### config.mk
export PLATFORM = sky130hd
export DESIGN_NAME = vdc_dev_flat
export DESIGN_NICKNAME = d
export VERILOG_FILES = /design/src/vdc_pkg.sv /design/src/vdc_if.sv /design/src/vdc_dev.sv /design/src/flat_wrapper.sv
export SDC_FILE = /design/constraint.sdc
export NUM_CORES = 1
export LEC_CHECK = 0
export ABC_AREA = 1
export BUFFER_PORTS_ARGS = -buffer_cell sky130_fd_sc_hd__buf_2
export CORE_ASPECT_RATIO = 1.2
export CORE_MARGIN = 2
export CORE_UTILIZATION = 45
export DETAILED_ROUTE_END_ITERATION = 6
export SLEW_MARGIN = 20
export SYNTH_ARGS = -nofsm -noshare
export SYNTH_HDL_FRONTEND = slang
export SYNTH_SLANG_ARGS = --single-unit
### constraint.sdc
create_clock -name core_clk_i -period 3.6 [get_ports core_clk_i]
set_input_delay 0.36 -clock core_clk_i [delete_from_list [all_inputs] [get_ports core_clk_i]]
set_output_delay 0.36 -clock core_clk_i [all_outputs]
set_load 0.03 [all_outputs]
### src/vdc_pkg.sv
// Shared constants and types of the disk controller host/device link
package vdc_pkg;
   // Timing
   localparam int CLK_MHZ    = 100;
   localparam int TENURE_US  = 200;
   localparam int TENURE_CYC = TENURE_US * CLK_MHZ;
   // Device register indices (byte wide, seven of them)
   localparam logic [2:0] REG_CTRL     = 3'h0;
   localparam logic [2:0] REG_VECTOR   = 3'h1;
   localparam logic [2:0] REG_PTR_LO   = 3'h2;
   localparam logic [2:0] REG_PTR_MID  = 3'h3;
   localparam logic [2:0] REG_PTR_HI   = 3'h4;
   localparam logic [2:0] REG_IRQ_SRC  = 3'h5;
   localparam logic [2:0] REG_DRV_STAT = 3'h6;
   localparam logic [2:0] REG_LAST     = 3'h6;
   // Control register fields
   localparam int CTRL_GO     = 0;
   localparam int CTRL_INIT   = 1;
   localparam int CTRL_ALL_FD = 2;
   localparam int CTRL_DRV    = 4;
   localparam int CTRL_BUSY   = 7;
   localparam logic [7:0] CTRL_RST = 8'h00;
   localparam logic [7:0] VEC_RST  = 8'h0F;
   // Interrupt source bits
   localparam int SRC_DONE = 0;
   localparam int SRC_ERR  = 1;
   // Command event block word indices; words 5..7 are dynamic
   localparam logic [2:0] ECB_CMD    = 3'h0;
   localparam logic [2:0] ECB_CYL    = 3'h1;
   localparam logic [2:0] ECB_BUF_HI = 3'h2;
   localparam logic [2:0] ECB_BUF_LO = 3'h3;
   localparam logic [2:0] ECB_COUNT  = 3'h4;
   localparam logic [2:0] ECB_STATUS = 3'h5;
   localparam logic [2:0] ECB_RESID  = 3'h6;
   localparam logic [2:0] ECB_CHECK  = 3'h7;
   // Command word fields
   localparam int CMDW_OP   = 0;
   localparam int CMDW_MODE = 4;
   localparam int CMDW_ECC  = 5;
   localparam int CMDW_HEAD = 8;
   // Status word bits
   localparam int STW_DONE = 0;
   localparam int STW_BAD_CMD = 1;
   localparam int STW_BAD_DRV = 2;
   localparam logic [15:0] POLY16 = 16'h1021;
   localparam logic [31:0] POLY32 = 32'h04C11DB7;
   localparam logic [31:0] SEED   = 32'hFFFFFFFF;
   localparam logic [9:0] FD_MAX_HEAD = 10'h001;
   typedef enum logic [3:0] {
      CMD_RECAL    = 4'h0, CMD_RD_ID    = 4'h1, CMD_RD_MULTI = 4'h2,
      CMD_WR_MULTI = 4'h3, CMD_FORMAT   = 4'h4, CMD_WR_DEL   = 4'h5,
      CMD_VERIFY   = 4'h6, CMD_TRANSP   = 4'h7, CMD_CORRECT  = 4'h8
   } vdc_cmd_t;
   // Host adapter APB map
   localparam logic [11:0] H_IRQ_STAT = 12'h000;
   localparam logic [11:0] H_IRQ_CLR  = 12'h004;
   localparam logic [11:0] H_IRQ_EN   = 12'h008;
   localparam logic [11:0] H_DEVREG   = 12'h100;
   localparam logic [11:0] H_MEM      = 12'h800;
   localparam int MEM_WORDS = 256;
   localparam int HI_DEV_IRQ = 0;
   localparam int HI_BUS_REL = 1;
endpackage

### src/vdc_if.sv
// Link between the controller and its host: register port and memory bus
`timescale 1ns/100ps
interface vdc_if;
   logic        rsel;
   logic        rwe;
   logic [2:0]  raddr;
   logic [7:0]  rwdata;
   logic [7:0]  rrdata;
   logic        rack;
   logic        irq;
   logic [7:0]  vector;
   logic        breq;
   logic        bgnt;
   logic        mreq;
   logic        mwe;
   logic [23:0] maddr;
   logic [15:0] mwdata;
   logic [15:0] mrdata;
   logic        mack;
   modport dev  (input rsel, rwe, raddr, rwdata, bgnt, mrdata, mack,
                 output rrdata, rack, irq, vector, breq, mreq, mwe, maddr, mwdata);
   modport host (output rsel, rwe, raddr, rwdata, bgnt, mrdata, mack,
                 input rrdata, rack, irq, vector, breq, mreq, mwe, maddr, mwdata);
endinterface

### src/vdc_dev.sv
// Disk controller end: host registers, event block fetch, DMA and write-back
`timescale 1ns/100ps
module vdc_dev #(
   parameter int TENURE_CYCLES = vdc_pkg::TENURE_CYC
) (
   input  wire logic        core_clk_i,
   input  wire logic        reset_n_i,
   input  wire logic        ce_i,
   vdc_if.dev               bus,
   input  wire logic [3:0]  drive_ready_i,
   input  wire logic [15:0] dsk_rx_data_i,
   input  wire logic        dsk_rx_valid_i,
   output logic             dsk_rx_ready_o,
   output logic [15:0]      dsk_tx_data_o,
   output logic             dsk_tx_valid_o,
   input  wire logic        dsk_tx_ready_i,
   output logic [1:0]       drive_sel_o,
   output logic [3:0]       head_o,
   output logic [9:0]       cyl_o
);
   typedef enum logic [1:0] {
      ST_IDLE = 2'b00, ST_FETCH = 2'b01, ST_XFER = 2'b10, ST_WBACK = 2'b11
   } vdc_state_t;

   vdc_state_t  st_r;
   logic [7:0]  ctrl_r, vector_r, src_r, rdata_r;
   logic [23:0] ptr_r, buf_r;
   logic        rack_r, start_r, done_r, err_r, breq_r, mreq_r, mwe_r;
   logic [23:0] maddr_r;
   logic [15:0] mwdata_r, cmdw_r, cyl_r, cnt_r, data_r, tx_r;
   logic [2:0]  idx_r;
   logic        have_r, txv_r;
   logic [31:0] chk_r;
   logic [15:0] ten_r;
   logic [1:0]  drv_r;
   logic        take, own, expired, to_mem, from_mem, verify, rx_fire, bad_cmd, bad_drv;
   logic [3:0]  op;

   // Bit-serial check over one word, MSB first
   function automatic logic [31:0] vdc_chk(input logic [31:0] s, input logic [15:0] w,
                                           input logic ecc);
      logic [31:0] c;
      logic        fb;
      c = s;
      for (int i = 15; i >= 0; i--) begin
         if (ecc) begin
            fb = c[31] ^ w[i];
            c  = {c[30:0], 1'b0} ^ (fb ? vdc_pkg::POLY32 : 32'h00000000);
         end else begin
            fb = c[15] ^ w[i];
            c  = {16'h0000, c[14:0], 1'b0} ^ (fb ? {16'h0000, vdc_pkg::POLY16} : 32'h00000000);
         end
      end
      return c;
   endfunction

   // Is the drive a floppy in the current configuration
   function automatic logic vdc_is_fd(input logic [1:0] d, input logic all_fd);
      return all_fd | d[1];
   endfunction

   assign take = bus.rsel & ~rack_r;
   assign own = breq_r & bus.bgnt;
   assign expired = ten_r >= 16'(TENURE_CYCLES - 1);
   assign op = cmdw_r[vdc_pkg::CMDW_OP +: 4];
   assign to_mem = op == vdc_pkg::CMD_RD_MULTI || op == vdc_pkg::CMD_TRANSP
                   || op == vdc_pkg::CMD_RD_ID;
   assign from_mem = op == vdc_pkg::CMD_WR_MULTI || op == vdc_pkg::CMD_WR_DEL
                     || op == vdc_pkg::CMD_FORMAT;
   assign verify = op == vdc_pkg::CMD_VERIFY;
   assign dsk_rx_ready_o = st_r == ST_XFER && (to_mem || verify) && !have_r && cnt_r != 16'h0000;
   assign rx_fire = dsk_rx_ready_o & dsk_rx_valid_i;
   assign dsk_tx_valid_o = txv_r;
   assign dsk_tx_data_o = tx_r;
   // Errors judged on fetched fields; used at end of fetch and in the write-back status word
   assign bad_cmd = op > vdc_pkg::CMD_CORRECT;
   assign bad_drv = !drive_ready_i[drv_r] || cyl_r[15:10] != 6'h00
                    || (vdc_is_fd(drv_r, ctrl_r[vdc_pkg::CTRL_ALL_FD])
                        && {6'h00, cmdw_r[vdc_pkg::CMDW_HEAD +: 4]} > vdc_pkg::FD_MAX_HEAD);

   assign bus.rack = rack_r;
   assign bus.rrdata = rdata_r;
   assign bus.irq = |src_r;
   assign bus.vector = vector_r;
   assign bus.breq = breq_r;
   assign bus.mreq = mreq_r;
   assign bus.mwe = mwe_r;
   assign bus.maddr = maddr_r;
   assign bus.mwdata = mwdata_r;

   // Host register port, one cycle to answer
   always_ff @(posedge core_clk_i) begin
      if (!reset_n_i) begin
         rack_r <= 1'b0;
         rdata_r <= 8'h00;
         ctrl_r <= vdc_pkg::CTRL_RST;
         vector_r <= vdc_pkg::VEC_RST;
         ptr_r <= 24'h000000;
         start_r <= 1'b0;
      end else if (ce_i) begin
         rack_r <= take;
         start_r <= 1'b0;
         if (take && bus.rwe) begin
            unique case (bus.raddr)
               vdc_pkg::REG_CTRL: begin
                  ctrl_r <= {1'b0, bus.rwdata[6:1], 1'b0};
                  start_r <= bus.rwdata[vdc_pkg::CTRL_GO] && st_r == ST_IDLE;
               end
               vdc_pkg::REG_VECTOR: vector_r <= bus.rwdata;
               vdc_pkg::REG_PTR_LO: ptr_r[7:0] <= bus.rwdata;
               vdc_pkg::REG_PTR_MID: ptr_r[15:8] <= bus.rwdata;
               vdc_pkg::REG_PTR_HI: ptr_r[23:16] <= bus.rwdata;
               default: ;
            endcase
         end
         if (take) begin
            unique case (bus.raddr)
               vdc_pkg::REG_CTRL: rdata_r <= {st_r != ST_IDLE, ctrl_r[6:0]};
               vdc_pkg::REG_VECTOR: rdata_r <= vector_r;
               vdc_pkg::REG_PTR_LO: rdata_r <= ptr_r[7:0];
               vdc_pkg::REG_PTR_MID: rdata_r <= ptr_r[15:8];
               vdc_pkg::REG_PTR_HI: rdata_r <= ptr_r[23:16];
               vdc_pkg::REG_IRQ_SRC: rdata_r <= src_r;
               vdc_pkg::REG_DRV_STAT: rdata_r <= {2'b00, ctrl_r[vdc_pkg::CTRL_ALL_FD],
                                                   st_r != ST_IDLE, drive_ready_i};
               default: rdata_r <= 8'h00;
            endcase
         end
      end
   end

   // Interrupt sources: read or init clears, a new completion wins
   always_ff @(posedge core_clk_i) begin
      if (!reset_n_i) begin
         src_r <= 8'h00;
      end else if (ce_i) begin
         if ((take && !bus.rwe && bus.raddr == vdc_pkg::REG_IRQ_SRC)
             || (take && bus.rwe && bus.raddr == vdc_pkg::REG_CTRL
                 && bus.rwdata[vdc_pkg::CTRL_INIT])) begin
            src_r <= 8'h00;
         end
         if (done_r) begin
            src_r[vdc_pkg::SRC_DONE] <= 1'b1;
            src_r[vdc_pkg::SRC_ERR] <= err_r;
         end
      end
   end

   // Tenure timer, runs only while the bus is ours; holds while the clock enable is low
   always_ff @(posedge core_clk_i) begin
      if (!reset_n_i || (ce_i && !own)) begin
         ten_r <= 16'h0000;
      end else if (ce_i && !expired) begin
         ten_r <= ten_r + 16'h0001;
      end
   end

   // Disk transmit side drains the word fetched from memory
   always_ff @(posedge core_clk_i) begin
      if (!reset_n_i) begin
         txv_r <= 1'b0;
         tx_r <= 16'h0000;
      end else if (ce_i) begin
         if (txv_r && dsk_tx_ready_i) begin
            txv_r <= 1'b0;
         end
         if (st_r == ST_XFER && from_mem && bus.mack) begin
            txv_r <= 1'b1;
            tx_r <= bus.mrdata;
         end
      end
   end

   // Command sequencer and bus master
   always_ff @(posedge core_clk_i) begin
      if (!reset_n_i) begin
         st_r <= ST_IDLE;
         breq_r <= 1'b0;
         mreq_r <= 1'b0;
         mwe_r <= 1'b0;
         maddr_r <= 24'h000000;
         mwdata_r <= 16'h0000;
         idx_r <= 3'h0;
         cmdw_r <= 16'h0000;
         cyl_r <= 16'h0000;
         buf_r <= 24'h000000;
         cnt_r <= 16'h0000;
         data_r <= 16'h0000;
         have_r <= 1'b0;
         chk_r <= vdc_pkg::SEED;
         drv_r <= 2'b00;
         done_r <= 1'b0;
         err_r <= 1'b0;
         drive_sel_o <= 2'b00;
         head_o <= 4'h0;
         cyl_o <= 10'h000;
      end else if (ce_i) begin
         done_r <= 1'b0;
         if (bus.mack) begin
            mreq_r <= 1'b0;
         end
         unique case (st_r)
            ST_IDLE: begin
               if (start_r) begin
                  drv_r <= ctrl_r[vdc_pkg::CTRL_DRV +: 2];
                  idx_r <= vdc_pkg::ECB_CMD;
                  chk_r <= vdc_pkg::SEED;
                  breq_r <= 1'b1;
                  st_r <= ST_FETCH;
               end
            end
            ST_FETCH: begin
               if (own && !mreq_r) begin
                  mreq_r <= 1'b1;
                  mwe_r <= 1'b0;
                  maddr_r <= ptr_r + {20'h00000, idx_r, 1'b0};
               end
               if (bus.mack) begin
                  idx_r <= idx_r + 3'h1;
                  unique case (idx_r)
                     vdc_pkg::ECB_CMD: cmdw_r <= bus.mrdata;
                     vdc_pkg::ECB_CYL: cyl_r <= bus.mrdata;
                     vdc_pkg::ECB_BUF_HI: buf_r[23:16] <= bus.mrdata[7:0];
                     vdc_pkg::ECB_BUF_LO: buf_r[15:0] <= bus.mrdata;
                     default: begin
                        cnt_r <= bus.mrdata;
                        breq_r <= 1'b0;
                        err_r <= bad_cmd || bad_drv;
                        if (bad_cmd || bad_drv) begin
                           st_r <= ST_WBACK;
                        end else begin
                           drive_sel_o <= drv_r;
                           head_o <= op == vdc_pkg::CMD_RECAL ? 4'h0 : cmdw_r[11:8];
                           cyl_o <= op == vdc_pkg::CMD_RECAL ? 10'h000 : cyl_r[9:0];
                           st_r <= (to_mem || from_mem || verify) ? ST_XFER : ST_WBACK;
                        end
                     end
                  endcase
               end
            end
            ST_XFER: begin
               if (rx_fire) begin
                  chk_r <= vdc_chk(chk_r, dsk_rx_data_i, cmdw_r[vdc_pkg::CMDW_ECC]);
                  if (verify) begin
                     cnt_r <= cnt_r - 16'h0001;
                  end else begin
                     data_r <= dsk_rx_data_i;
                     have_r <= 1'b1;
                  end
               end
               if (!breq_r && !own && (have_r || (from_mem && !txv_r && cnt_r != 16'h0000))) begin
                  breq_r <= 1'b1;
               end
               if (own && !mreq_r && !expired && (have_r || (from_mem && !txv_r
                   && cnt_r != 16'h0000))) begin
                  mreq_r <= 1'b1;
                  mwe_r <= have_r;
                  maddr_r <= buf_r;
                  mwdata_r <= data_r;
               end
               if (bus.mack) begin
                  buf_r <= buf_r + 24'h000002;
                  cnt_r <= cnt_r - 16'h0001;
                  have_r <= 1'b0;
                  if (from_mem) begin
                     chk_r <= vdc_chk(chk_r, bus.mrdata, cmdw_r[vdc_pkg::CMDW_ECC]);
                  end
                  if (!cmdw_r[vdc_pkg::CMDW_MODE]) begin
                     breq_r <= 1'b0;
                  end
               end
               if (own && !mreq_r && expired) begin
                  breq_r <= 1'b0;
               end
               if (cnt_r == 16'h0000 && !have_r && !txv_r && !mreq_r) begin
                  breq_r <= 1'b0;
                  idx_r <= vdc_pkg::ECB_STATUS;
                  st_r <= ST_WBACK;
               end
            end
            ST_WBACK: begin
               if (!breq_r && !own && !mreq_r && !bus.mack) begin
                  breq_r <= 1'b1;
                  idx_r <= vdc_pkg::ECB_STATUS;
               end
               if (own && !mreq_r && !bus.mack) begin
                  mreq_r <= 1'b1;
                  mwe_r <= 1'b1;
                  maddr_r <= ptr_r + {20'h00000, idx_r, 1'b0};
                  unique case (idx_r)
                     vdc_pkg::ECB_STATUS: mwdata_r <= {13'h0000, err_r && bad_drv,
                                                       err_r && bad_cmd, 1'b1};
                     vdc_pkg::ECB_RESID: mwdata_r <= cnt_r;
                     default: mwdata_r <= chk_r[15:0];
                  endcase
               end
               if (bus.mack) begin
                  idx_r <= idx_r + 3'h1;
                  if (idx_r == vdc_pkg::ECB_CHECK) begin
                     breq_r <= 1'b0;
                     done_r <= 1'b1;
                     st_r <= ST_IDLE;
                  end
               end
            end
         endcase
      end
   end
endmodule

### src/flat_wrapper.sv
// flat-port wrapper written by rule: the top's interface ports become plain ports
module vdc_dev_flat 
#(
   parameter int TENURE_CYCLES = vdc_pkg::TENURE_CYC
)
  (core_clk_i, reset_n_i, ce_i, drive_ready_i, dsk_rx_data_i, dsk_rx_valid_i, dsk_rx_ready_o, dsk_tx_data_o, dsk_tx_valid_o, dsk_tx_ready_i, drive_sel_o, head_o, cyl_o, bus_rsel, bus_rwe, bus_raddr, bus_rwdata, bus_bgnt, bus_mrdata, bus_mack, bus_rrdata, bus_rack, bus_irq, bus_vector, bus_breq, bus_mreq, bus_mwe, bus_maddr, bus_mwdata);
  vdc_if bus_i ();
  input  wire logic core_clk_i;
  input  wire logic reset_n_i;
  input  wire logic ce_i;
  input  wire logic [3:0] drive_ready_i;
  input  wire logic [15:0] dsk_rx_data_i;
  input  wire logic dsk_rx_valid_i;
  output logic dsk_rx_ready_o;
  output logic [15:0] dsk_tx_data_o;
  output logic dsk_tx_valid_o;
  input  wire logic dsk_tx_ready_i;
  output logic [1:0] drive_sel_o;
  output logic [3:0] head_o;
  output logic [9:0] cyl_o;
  input wire logic [$bits(bus_i.rsel)-1:0] bus_rsel;
  input wire logic [$bits(bus_i.rwe)-1:0] bus_rwe;
  input wire logic [$bits(bus_i.raddr)-1:0] bus_raddr;
  input wire logic [$bits(bus_i.rwdata)-1:0] bus_rwdata;
  input wire logic [$bits(bus_i.bgnt)-1:0] bus_bgnt;
  input wire logic [$bits(bus_i.mrdata)-1:0] bus_mrdata;
  input wire logic [$bits(bus_i.mack)-1:0] bus_mack;
  output wire logic [$bits(bus_i.rrdata)-1:0] bus_rrdata;
  output wire logic [$bits(bus_i.rack)-1:0] bus_rack;
  output wire logic [$bits(bus_i.irq)-1:0] bus_irq;
  output wire logic [$bits(bus_i.vector)-1:0] bus_vector;
  output wire logic [$bits(bus_i.breq)-1:0] bus_breq;
  output wire logic [$bits(bus_i.mreq)-1:0] bus_mreq;
  output wire logic [$bits(bus_i.mwe)-1:0] bus_mwe;
  output wire logic [$bits(bus_i.maddr)-1:0] bus_maddr;
  output wire logic [$bits(bus_i.mwdata)-1:0] bus_mwdata;
  assign bus_i.rsel = bus_rsel;
  assign bus_i.rwe = bus_rwe;
  assign bus_i.raddr = bus_raddr;
  assign bus_i.rwdata = bus_rwdata;
  assign bus_i.bgnt = bus_bgnt;
  assign bus_i.mrdata = bus_mrdata;
  assign bus_i.mack = bus_mack;
  assign bus_rrdata = bus_i.rrdata;
  assign bus_rack = bus_i.rack;
  assign bus_irq = bus_i.irq;
  assign bus_vector = bus_i.vector;
  assign bus_breq = bus_i.breq;
  assign bus_mreq = bus_i.mreq;
  assign bus_mwe = bus_i.mwe;
  assign bus_maddr = bus_i.maddr;
  assign bus_mwdata = bus_i.mwdata;
  vdc_dev #(.TENURE_CYCLES(TENURE_CYCLES)) u_core (.core_clk_i(core_clk_i), .reset_n_i(reset_n_i), .ce_i(ce_i), .bus(bus_i), .drive_ready_i(drive_ready_i), .dsk_rx_data_i(dsk_rx_data_i), .dsk_rx_valid_i(dsk_rx_valid_i), .dsk_rx_ready_o(dsk_rx_ready_o), .dsk_tx_data_o(dsk_tx_data_o), .dsk_tx_valid_o(dsk_tx_valid_o), .dsk_tx_ready_i(dsk_tx_ready_i), .drive_sel_o(drive_sel_o), .head_o(head_o), .cyl_o(cyl_o));
endmodule
# Word-level counts from Yosys, hierarchy flattened
# Cells that the tools add are included.
[totals] in_bits=56 reg_bits=268 out_inout_bits=95 word_cells=620
[classes] addsub=5 n_bitwise=136 n_eq_ne=38 n_reduce_logical=96 magnitude_cmp=4 n_mux=308
[op_table] operator="32-bit 2-to-1 mux" count=171
[op_table] operator="16-bit by 32-bit bitwise XOR with 32-bit output" count=32
[op_table] operator="32-bit bitwise XOR" count=32
[op_table] operator="27-bit 2-to-1 mux" count=32
[op_table] operator="13-bit 2-to-1 mux" count=32
[op_table] operator="16-bit 2-to-1 mux" count=8
[op_table] operator="24-bit 2-to-1 mux" count=5
[op_table] operator="16-bit case mux with 2 select lines" count=3
[op_table] operator="24-bit case mux with 3 select lines" count=1
[op_table] operator="32-bit case mux with 2 select lines" count=1
[op_table] operator="1-bit bitwise XOR" count=64
[op_table] operator="8-bit case mux with 7 select lines" count=1
[op_table] operator="24-bit case mux with 2 select lines" count=1
[op_table] operator="1-bit logical AND" count=31
[op_table] operator="1-bit 2-to-1 mux" count=30
[op_table] operator="4-bit AND reduction" count=7
[op_table] operator="5-bit AND reduction" count=5
[op_table] operator="24-bit by 2-bit adder with 24-bit output (second input constant)" count=1
[op_table] operator="24-bit by 4-bit adder with 24-bit output" count=1
[op_table] operator="3-bit AND reduction" count=7
[op_table] operator="3-bit equality test (second input constant)" count=6
[op_table] operator="2-bit 2-to-1 mux" count=9
[op_table] operator="16-bit by 1-bit adder with 16-bit output (second input constant)" count=1
[op_table] operator="4-bit by 3-bit equality test with 1-bit output (second input constant)" count=4
[op_table] operator="other kinds (42)" count=102

# Logic depth before layout (Yosys ltp)
[logic_depth] ltp_word=142 mapped_depth=30 mapped_depth_nobuf=29

# Least setup slack after synthesis
# Ideal clock, no wire load.
[synth_path] kind="reg-to-reg" start="register u_core.idx_r[0]" end="register u_core.maddr_r[23] (netlist: u_core.bus.maddr[23])" synth_period_minus_slack_ns=3.153 arrival_time_ns=3.020 slack_ns=0.447 setup_ns=0.133 n_path_buf=0 path_stages_with_launch=19 required_ns=3.467 path_cell_list="dfxtp_1 -> ha_1 -> inv_1 -> fa_1 -> nor2_1 -> o21ai_0 -> nor3_1 -> nand3_1 -> nor2_1 -> nand2_1 -> nor3_1 -> nand4_1 -> nor2_1 -> nand3_1 -> nor3_1 -> nand3_1 -> xor2_1 -> nand2_1 -> a31oi_1"
[synth_between] elab_chain_cells=3 word_cells_on_any_way=4 classes_between="add/sub (1); mux (3)"
[synth_lines] element="start: declaration" line="vdc_dev.sv:31" text="logic [2:0] idx_r;"
[synth_lines] element="start signal: assignment" line="vdc_dev.sv:206" text="idx_r <= vdc_pkg::ECB_CMD;"
[synth_lines] element="start signal: assignment" line="vdc_dev.sv:219" text="idx_r <= idx_r + 3'h1;"
[synth_lines] element="start signal: assignment" line="vdc_dev.sv:277" text="idx_r <= vdc_pkg::ECB_STATUS;"
[synth_lines] element="24-bit by 4-bit adder with 24-bit output *" line="vdc_dev.sv:216, vdc_dev.sv:289"
[synth_lines] element="24-bit 2-to-1 mux, on equally long branches" line="vdc_dev.sv:286, vdc_dev.sv:213"
[synth_lines] element="24-bit case mux with 3 select lines *" line="vdc_dev.sv:202" text="unique case (st_r)"
[synth_lines] element="end signal: assignment" line="vdc_dev.sv:216" text="maddr_r <= ptr_r + {20'h00000, idx_r, 1'b0};"
[synth_lines] element="end signal: assignment" line="vdc_dev.sv:258" text="maddr_r <= buf_r;"
[synth_lines] element="end signal: assignment" line="vdc_dev.sv:289" text="maddr_r <= ptr_r + {20'h00000, idx_r, 1'b0};"
[synth_lines] element="end: declaration" line="vdc_dev.sv:29" text="logic [23:0] maddr_r;"
# Mark *: on every way between the ends. The rest lies on a longest branch, timed or not. The select of a mux whose other input is x is not followed.
# A chain may end at the register's enable or synchronous reset.

# Worst setup path after layout
[layout_path] start="register u_core.cmdw_r[5]" end="register u_core.chk_r[6]"
[layout_between] elab_chain_cells=117 word_cells_on_any_way=315 classes_between="mux (213); bitwise (102)"
[layout_lines] element="start: declaration" line="vdc_dev.sv:30" text="logic [15:0] mwdata_r, cmdw_r, cyl_r, cnt_r, data_r, tx_r;"
[layout_lines] element="start signal: assignment" line="vdc_dev.sv:221" text="vdc_pkg::ECB_CMD: cmdw_r <= bus.mrdata;"
[layout_lines] element="32-bit 2-to-1 mux" line="vdc_dev.sv:46" text="if (ecc) begin"
[layout_lines] element="32-bit 2-to-1 mux" line="vdc_dev.sv:265" text="if (from_mem) begin"
[layout_lines] element="32-bit 2-to-1 mux" line="vdc_dev.sv:261" text="if (bus.mack) begin"
[layout_lines] element="32-bit 2-to-1 mux" line="vdc_dev.sv:202"
[layout_lines] element="32-bit 2-to-1 mux" line="vdc_dev.sv:197" text="end else if (ce_i) begin"
[layout_lines] element="32-bit 2-to-1 mux" line="vdc_dev.sv:176" text="if (!reset_n_i) begin"
[layout_lines] element="1-bit bitwise XOR, or another cell as far along" line="vdc_dev.sv:47" text="fb = c[31] ^ w[i];"
[layout_lines] element="27-bit 2-to-1 mux / 32-bit 2-to-1 mux (equally long branches)" line="vdc_dev.sv:48, vdc_dev.sv:46"
[layout_lines] element="(+101 left out)"
[layout_lines] element="32-bit 2-to-1 mux" line="vdc_dev.sv:202"
[layout_lines] element="32-bit 2-to-1 mux" line="vdc_dev.sv:197"
[layout_lines] element="32-bit 2-to-1 mux" line="vdc_dev.sv:176"
[layout_lines] element="16-bit by 32-bit bitwise XOR with 32-bit output / 32-bit bitwise XOR (equally long branches)" line="vdc_dev.sv:51, vdc_dev.sv:48"
[layout_lines] element="32-bit 2-to-1 mux" line="vdc_dev.sv:46"
[layout_lines] element="32-bit 2-to-1 mux" line="vdc_dev.sv:265"
[layout_lines] element="32-bit 2-to-1 mux *" line="vdc_dev.sv:261"
[layout_lines] element="32-bit case mux with 2 select lines *" line="vdc_dev.sv:202"
[layout_lines] element="end signal: assignment" line="vdc_dev.sv:190" text="chk_r <= vdc_pkg::SEED;"
[layout_lines] element="end signal: assignment" line="vdc_dev.sv:207" text="chk_r <= vdc_pkg::SEED;"
[layout_lines] element="end signal: assignment" line="vdc_dev.sv:266" text="chk_r <= vdc_chk(chk_r, bus.mrdata, cmdw_r[vdc_pkg::CMDW_ECC]);"
[layout_lines] element="end: declaration" line="vdc_dev.sv:33" text="logic [31:0] chk_r;"
# Marked as above.

==> flow_summary.ini <==
[status]
status = completed

[synthesis]
postSynth.asyncResetShare_pct = 0
synth_compound_area_share_pct = 18.97
ys_ff_latch = 266
synth_area_um2 = 19610
synthAdderAreaFrac_pct = 1.187
syn_inst = 3213
synth-edff-count = 0
yosys.area_share.simple_pct = 35.48
synth_mux_area_share_pct = 0
ys_seq_area_share_pct = 27.16
ys_warn_count = 0
syn_avg_cell_area_um2 = 6.102
syn_nets = 3287
synthXorXnorAreaFrac_pct = 7.792
synthFlopType = dfxtp_1
synth.distinct_cells = 62
synth_top_family_by_area = simple AND/OR/NAND/NOR gates

[detailed_routing]
wire_per_inst_um = 20.49
initialDrtViolationCount = 1652
vias = 22510
ant_nets = 0
vias_per_cell = 5.648
first_pass_iters = 6
drt_wl_total_um = 81680
drc_errors = 0

[clocking]
htreeDepth = 1
cts_tree = done
clk_pin_slew_ns = 0.07
cts_sinks = 266
numCtsBuffers = 31
clock_latency_ns = 0.59
clockBufferDepth = 3
cts_root_buffer = clkbuf_16

[timing]
setup_tns_ns = 0
postLayoutSetupSlackWorst_ns = 0.1928
post-route-period-util_pct = 94.64
worst_pin_slew_ns = 0.9789
fin_worst_skew_ns = 0.01883
slew_headroom_pct = 34.74
finalSetupViolCount = 0
rsz0062_at_grt = yes
fin_crit_ns = 3.407
report.final.hold_viol_count = 0
timing.fmax_mhz = 293.5
slew_violations = 0

[global_route]
grt_pass1_wl_um = 121800
antenna_found_initial = 2
grt_pass1_vias = 20840
grt_max_degree = 181
gr-total-overflow = 0
track_usage_pct = 34.89

[final_layout]
fill_cells = 4546
fin_area_um2 = 22900
antenna-diode-count = 0
drive_above_1_share_pct = 14.44
multi_input_area_um2 = 12690
syn2layout_area_growth_pct = 16.78
area.sequential_um2 = 5334
fin_nets = 3484

[die]
rows = 83
coreArea_um2 = 42890
initial_core_util_pct = 45.71
die-height_um = 232.7
die_w_um = 194.5
dieArea_um2 = 45260
pin_count = 151

[pwr]
p_leak_nw = 10.79
vdd_drop_max_mv = 0.3727
p_per_area_nw_per_um2 = 392.1

[setup_path]
crit_arrival_ns = 3.88
worstSetupPathType = flip-flop to flip-flop
crit_required_ns = 4.08
startpoint_type = flip-flop
endpoint_kind = flip-flop
cp_max_fo = 7

[min_path]
hold_class = input port to flip-flop

[placed_design]
place_worst_setup_slack_ns = -0.1399
placed_area_um2 = 21500
gp_congestion = 1.011
port_buffers = 150
dp_hpwl_um = 64320

[run]
drv_cap = 0
## synthesized netlist by cell type (all sizes together), types with 22 or more instances
library cell | count | area share, %
xor2 | 143 | 6.8
o211ai | 23 | 0.88
nand2 | 994 | 20
nor2 | 196 | 3.8
dfxtp | 266 | 27
nand3 | 327 | 8.7
buf | 39 | 1.3
xnor2 | 22 | 1.0
o21ai | 290 | 7.4
a21oi | 255 | 6.5
nand4 | 33 | 1.1
nor3 | 39 | 1.0
a31oi | 33 | 1.1
clkbuf | 82 | 1.6
inv | 337 | 6.5
## layout by cell type, fill, tap and decap left out, types with 6 or more instances in the layout
cell / netlist / routed
nand2_2: 47 / 65
o22ai_1: 21 / 21
o211ai_1: 23 / 23
xor2_1: 136 / 132
o31ai_1: 6 / 6
a31oi_1: 33 / 33
buf_4: 8 / 128
ha_1: 17 / 16
a21oi_1: 253 / 253
or2_2: 11 / 11
clkinv_1: 6 / 6
clkbuf_8: 0 / 6
inv_2: 8 / 10
o21bai_1: 6 / 6
o2111ai_1: 8 / 8
nor2_1: 192 / 188
nand3_1: 315 / 309
xnor2_1: 21 / 20
nor3_1: 39 / 33
o21ai_1: 5 / 6
o21ai_0: 284 / 283
buf_2: 16 / 149
nor2_2: 4 / 7
nand3_2: 12 / 18
nand3b_1: 8 / 8
nor3_2: 0 / 6
dfxtp_1: 266 / 261
inv_1: 327 / 324
o221ai_1: 7 / 7
nor4_1: 10 / 10
clkbuf_16: 0 / 31
xor2_2: 5 / 7
nand4_1: 33 / 33
nand2_4: 6 / 13
clkinv_2: 0 / 7
nand2_1: 941 / 916
## layout make-up
| class | count | area share, % |
|---|---|---|
| timing repair inverter | 1 | 0.03279 |
| timing repair buffer | 284 | 7.967 |
| clock buffer | 41 | 3.814 |
| inverter | 343 | 5.683 |
| multi-input combinational | 2483 | 55.41 |
| sequential | 266 | 23.30 |
| clock inverter | 16 | 0.7814 |
| tap | 552 | 3.016 |
## what timing repair did
item | CTS | global route
setup buffers | 0 | 12
setup endpoints to repair | 0 | 35
gates resized for setup | 0 | 68
hold buffers | 0 | 0
## cell families (layout without fill, tap and decap cells)
family,after synthesis,after routing
xor+xnor,165,165
fa+ha+maj,18,18
compound gates,678,678
buf+inv,464,685
simple gates,1622,1622
flops,266,266
## per-stage QoR
stage / power [mW] / cells / utilization [%] / hold WS [ns]
2_1_floorplan: 4.834 / 3213 / - / 0.4234
3_3_place_gp: 5.638 / 3916 / 50.12 / 0.4383
3_5_place_dp: 5.665 / 3916 / 50.12 / 0.4550
4_1_cts: 8.921 / 3973 / 52.58 / 0.06879
5_1_grt: 9.382 / 3986 / 53.39 / 0.08659
6_report: 8.978 / 3986 / 53.39 / 0.07634
## worst max-delay path, cell delays in order (launching register included)
cell	delay (ns)
dfxtp_4	0.43
buf_8	0.17
nand3_1	0.15
nand2_4	0.14
buf_4	0.12
nand3_1	0.07
nand2_1	0.20
nand3_1	0.10
nand2_1	0.21
nand3_1	0.17
nand2_2	0.11
nand2_1	0.07
o21ai_0	0.30
nor2_1	0.07
nor3_1	0.20
buf_4	0.15
inv_1	0.03
nand2_1	0.05
nand3_1	0.11
nand2_1	0.11
nand2_1	0.14
nand2_1	0.16
nand2_1	0.06
## state kept, by name (all words and copies together) (netlist names), 2 cells and up
name,flops
u_core.data_r,16
u_core.dsk_tx_data_o,16
u_core.bus.mwdata,16
u_core.bus.vector,8
u_core.cyl_r,16
u_core.cmdw_r,10
u_core.cyl_o,10
u_core.src_r,2
u_core.buf_r,24
u_core.bus.maddr,24
u_core.bus.rrdata,8
u_core.ptr_r,24
u_core.chk_r,32
u_core.drive_sel_o,2
u_core.ten_r,16
u_core.drv_r,2
u_core.ctrl_r,6
u_core.head_o,4
u_core.idx_r,3
u_core.cnt_r,16
u_core.st_r,2
## report_power, final
group	internal (mW)	total, mW	switching, mW
clock network	1.92	3.28	1.36
registers	3.05	3.14	0.0944
logic	0.803	2.56	1.75
## final timing paths
kind                                                   startpoint                            endpoint  slack, ns  cells after the start
worst max register to register      u_core.cmdw_r[5]$_SDFFE_PN0P_        u_core.chk_r[6]$_SDFFE_PN1P_       0.19                     22
worst min register to register  u_core.bus.maddr[11]$_SDFFE_PN0P_   u_core.bus.maddr[11]$_SDFFE_PN0P_       0.46                      2
worst max-delay path                u_core.cmdw_r[5]$_SDFFE_PN0P_        u_core.chk_r[6]$_SDFFE_PN1P_       0.19                     22
worst min-delay path                               dsk_tx_ready_i  u_core.dsk_tx_valid_o$_SDFFE_PN0P_       0.08                      4
## layer usage
layer | routed length [µm] | vias up | track usage, %
met5 | 21 | - | 0
met4 | 5266 | 4 | 20.46
met3 | 4869 | 236 | 4.972
met2 | 40440 | 824 | 62.94
met1 | 31090 | 10470 | 39.21
li1 | - | 10980 | -
Note: power is estimated with default switching activity, not from simulation.
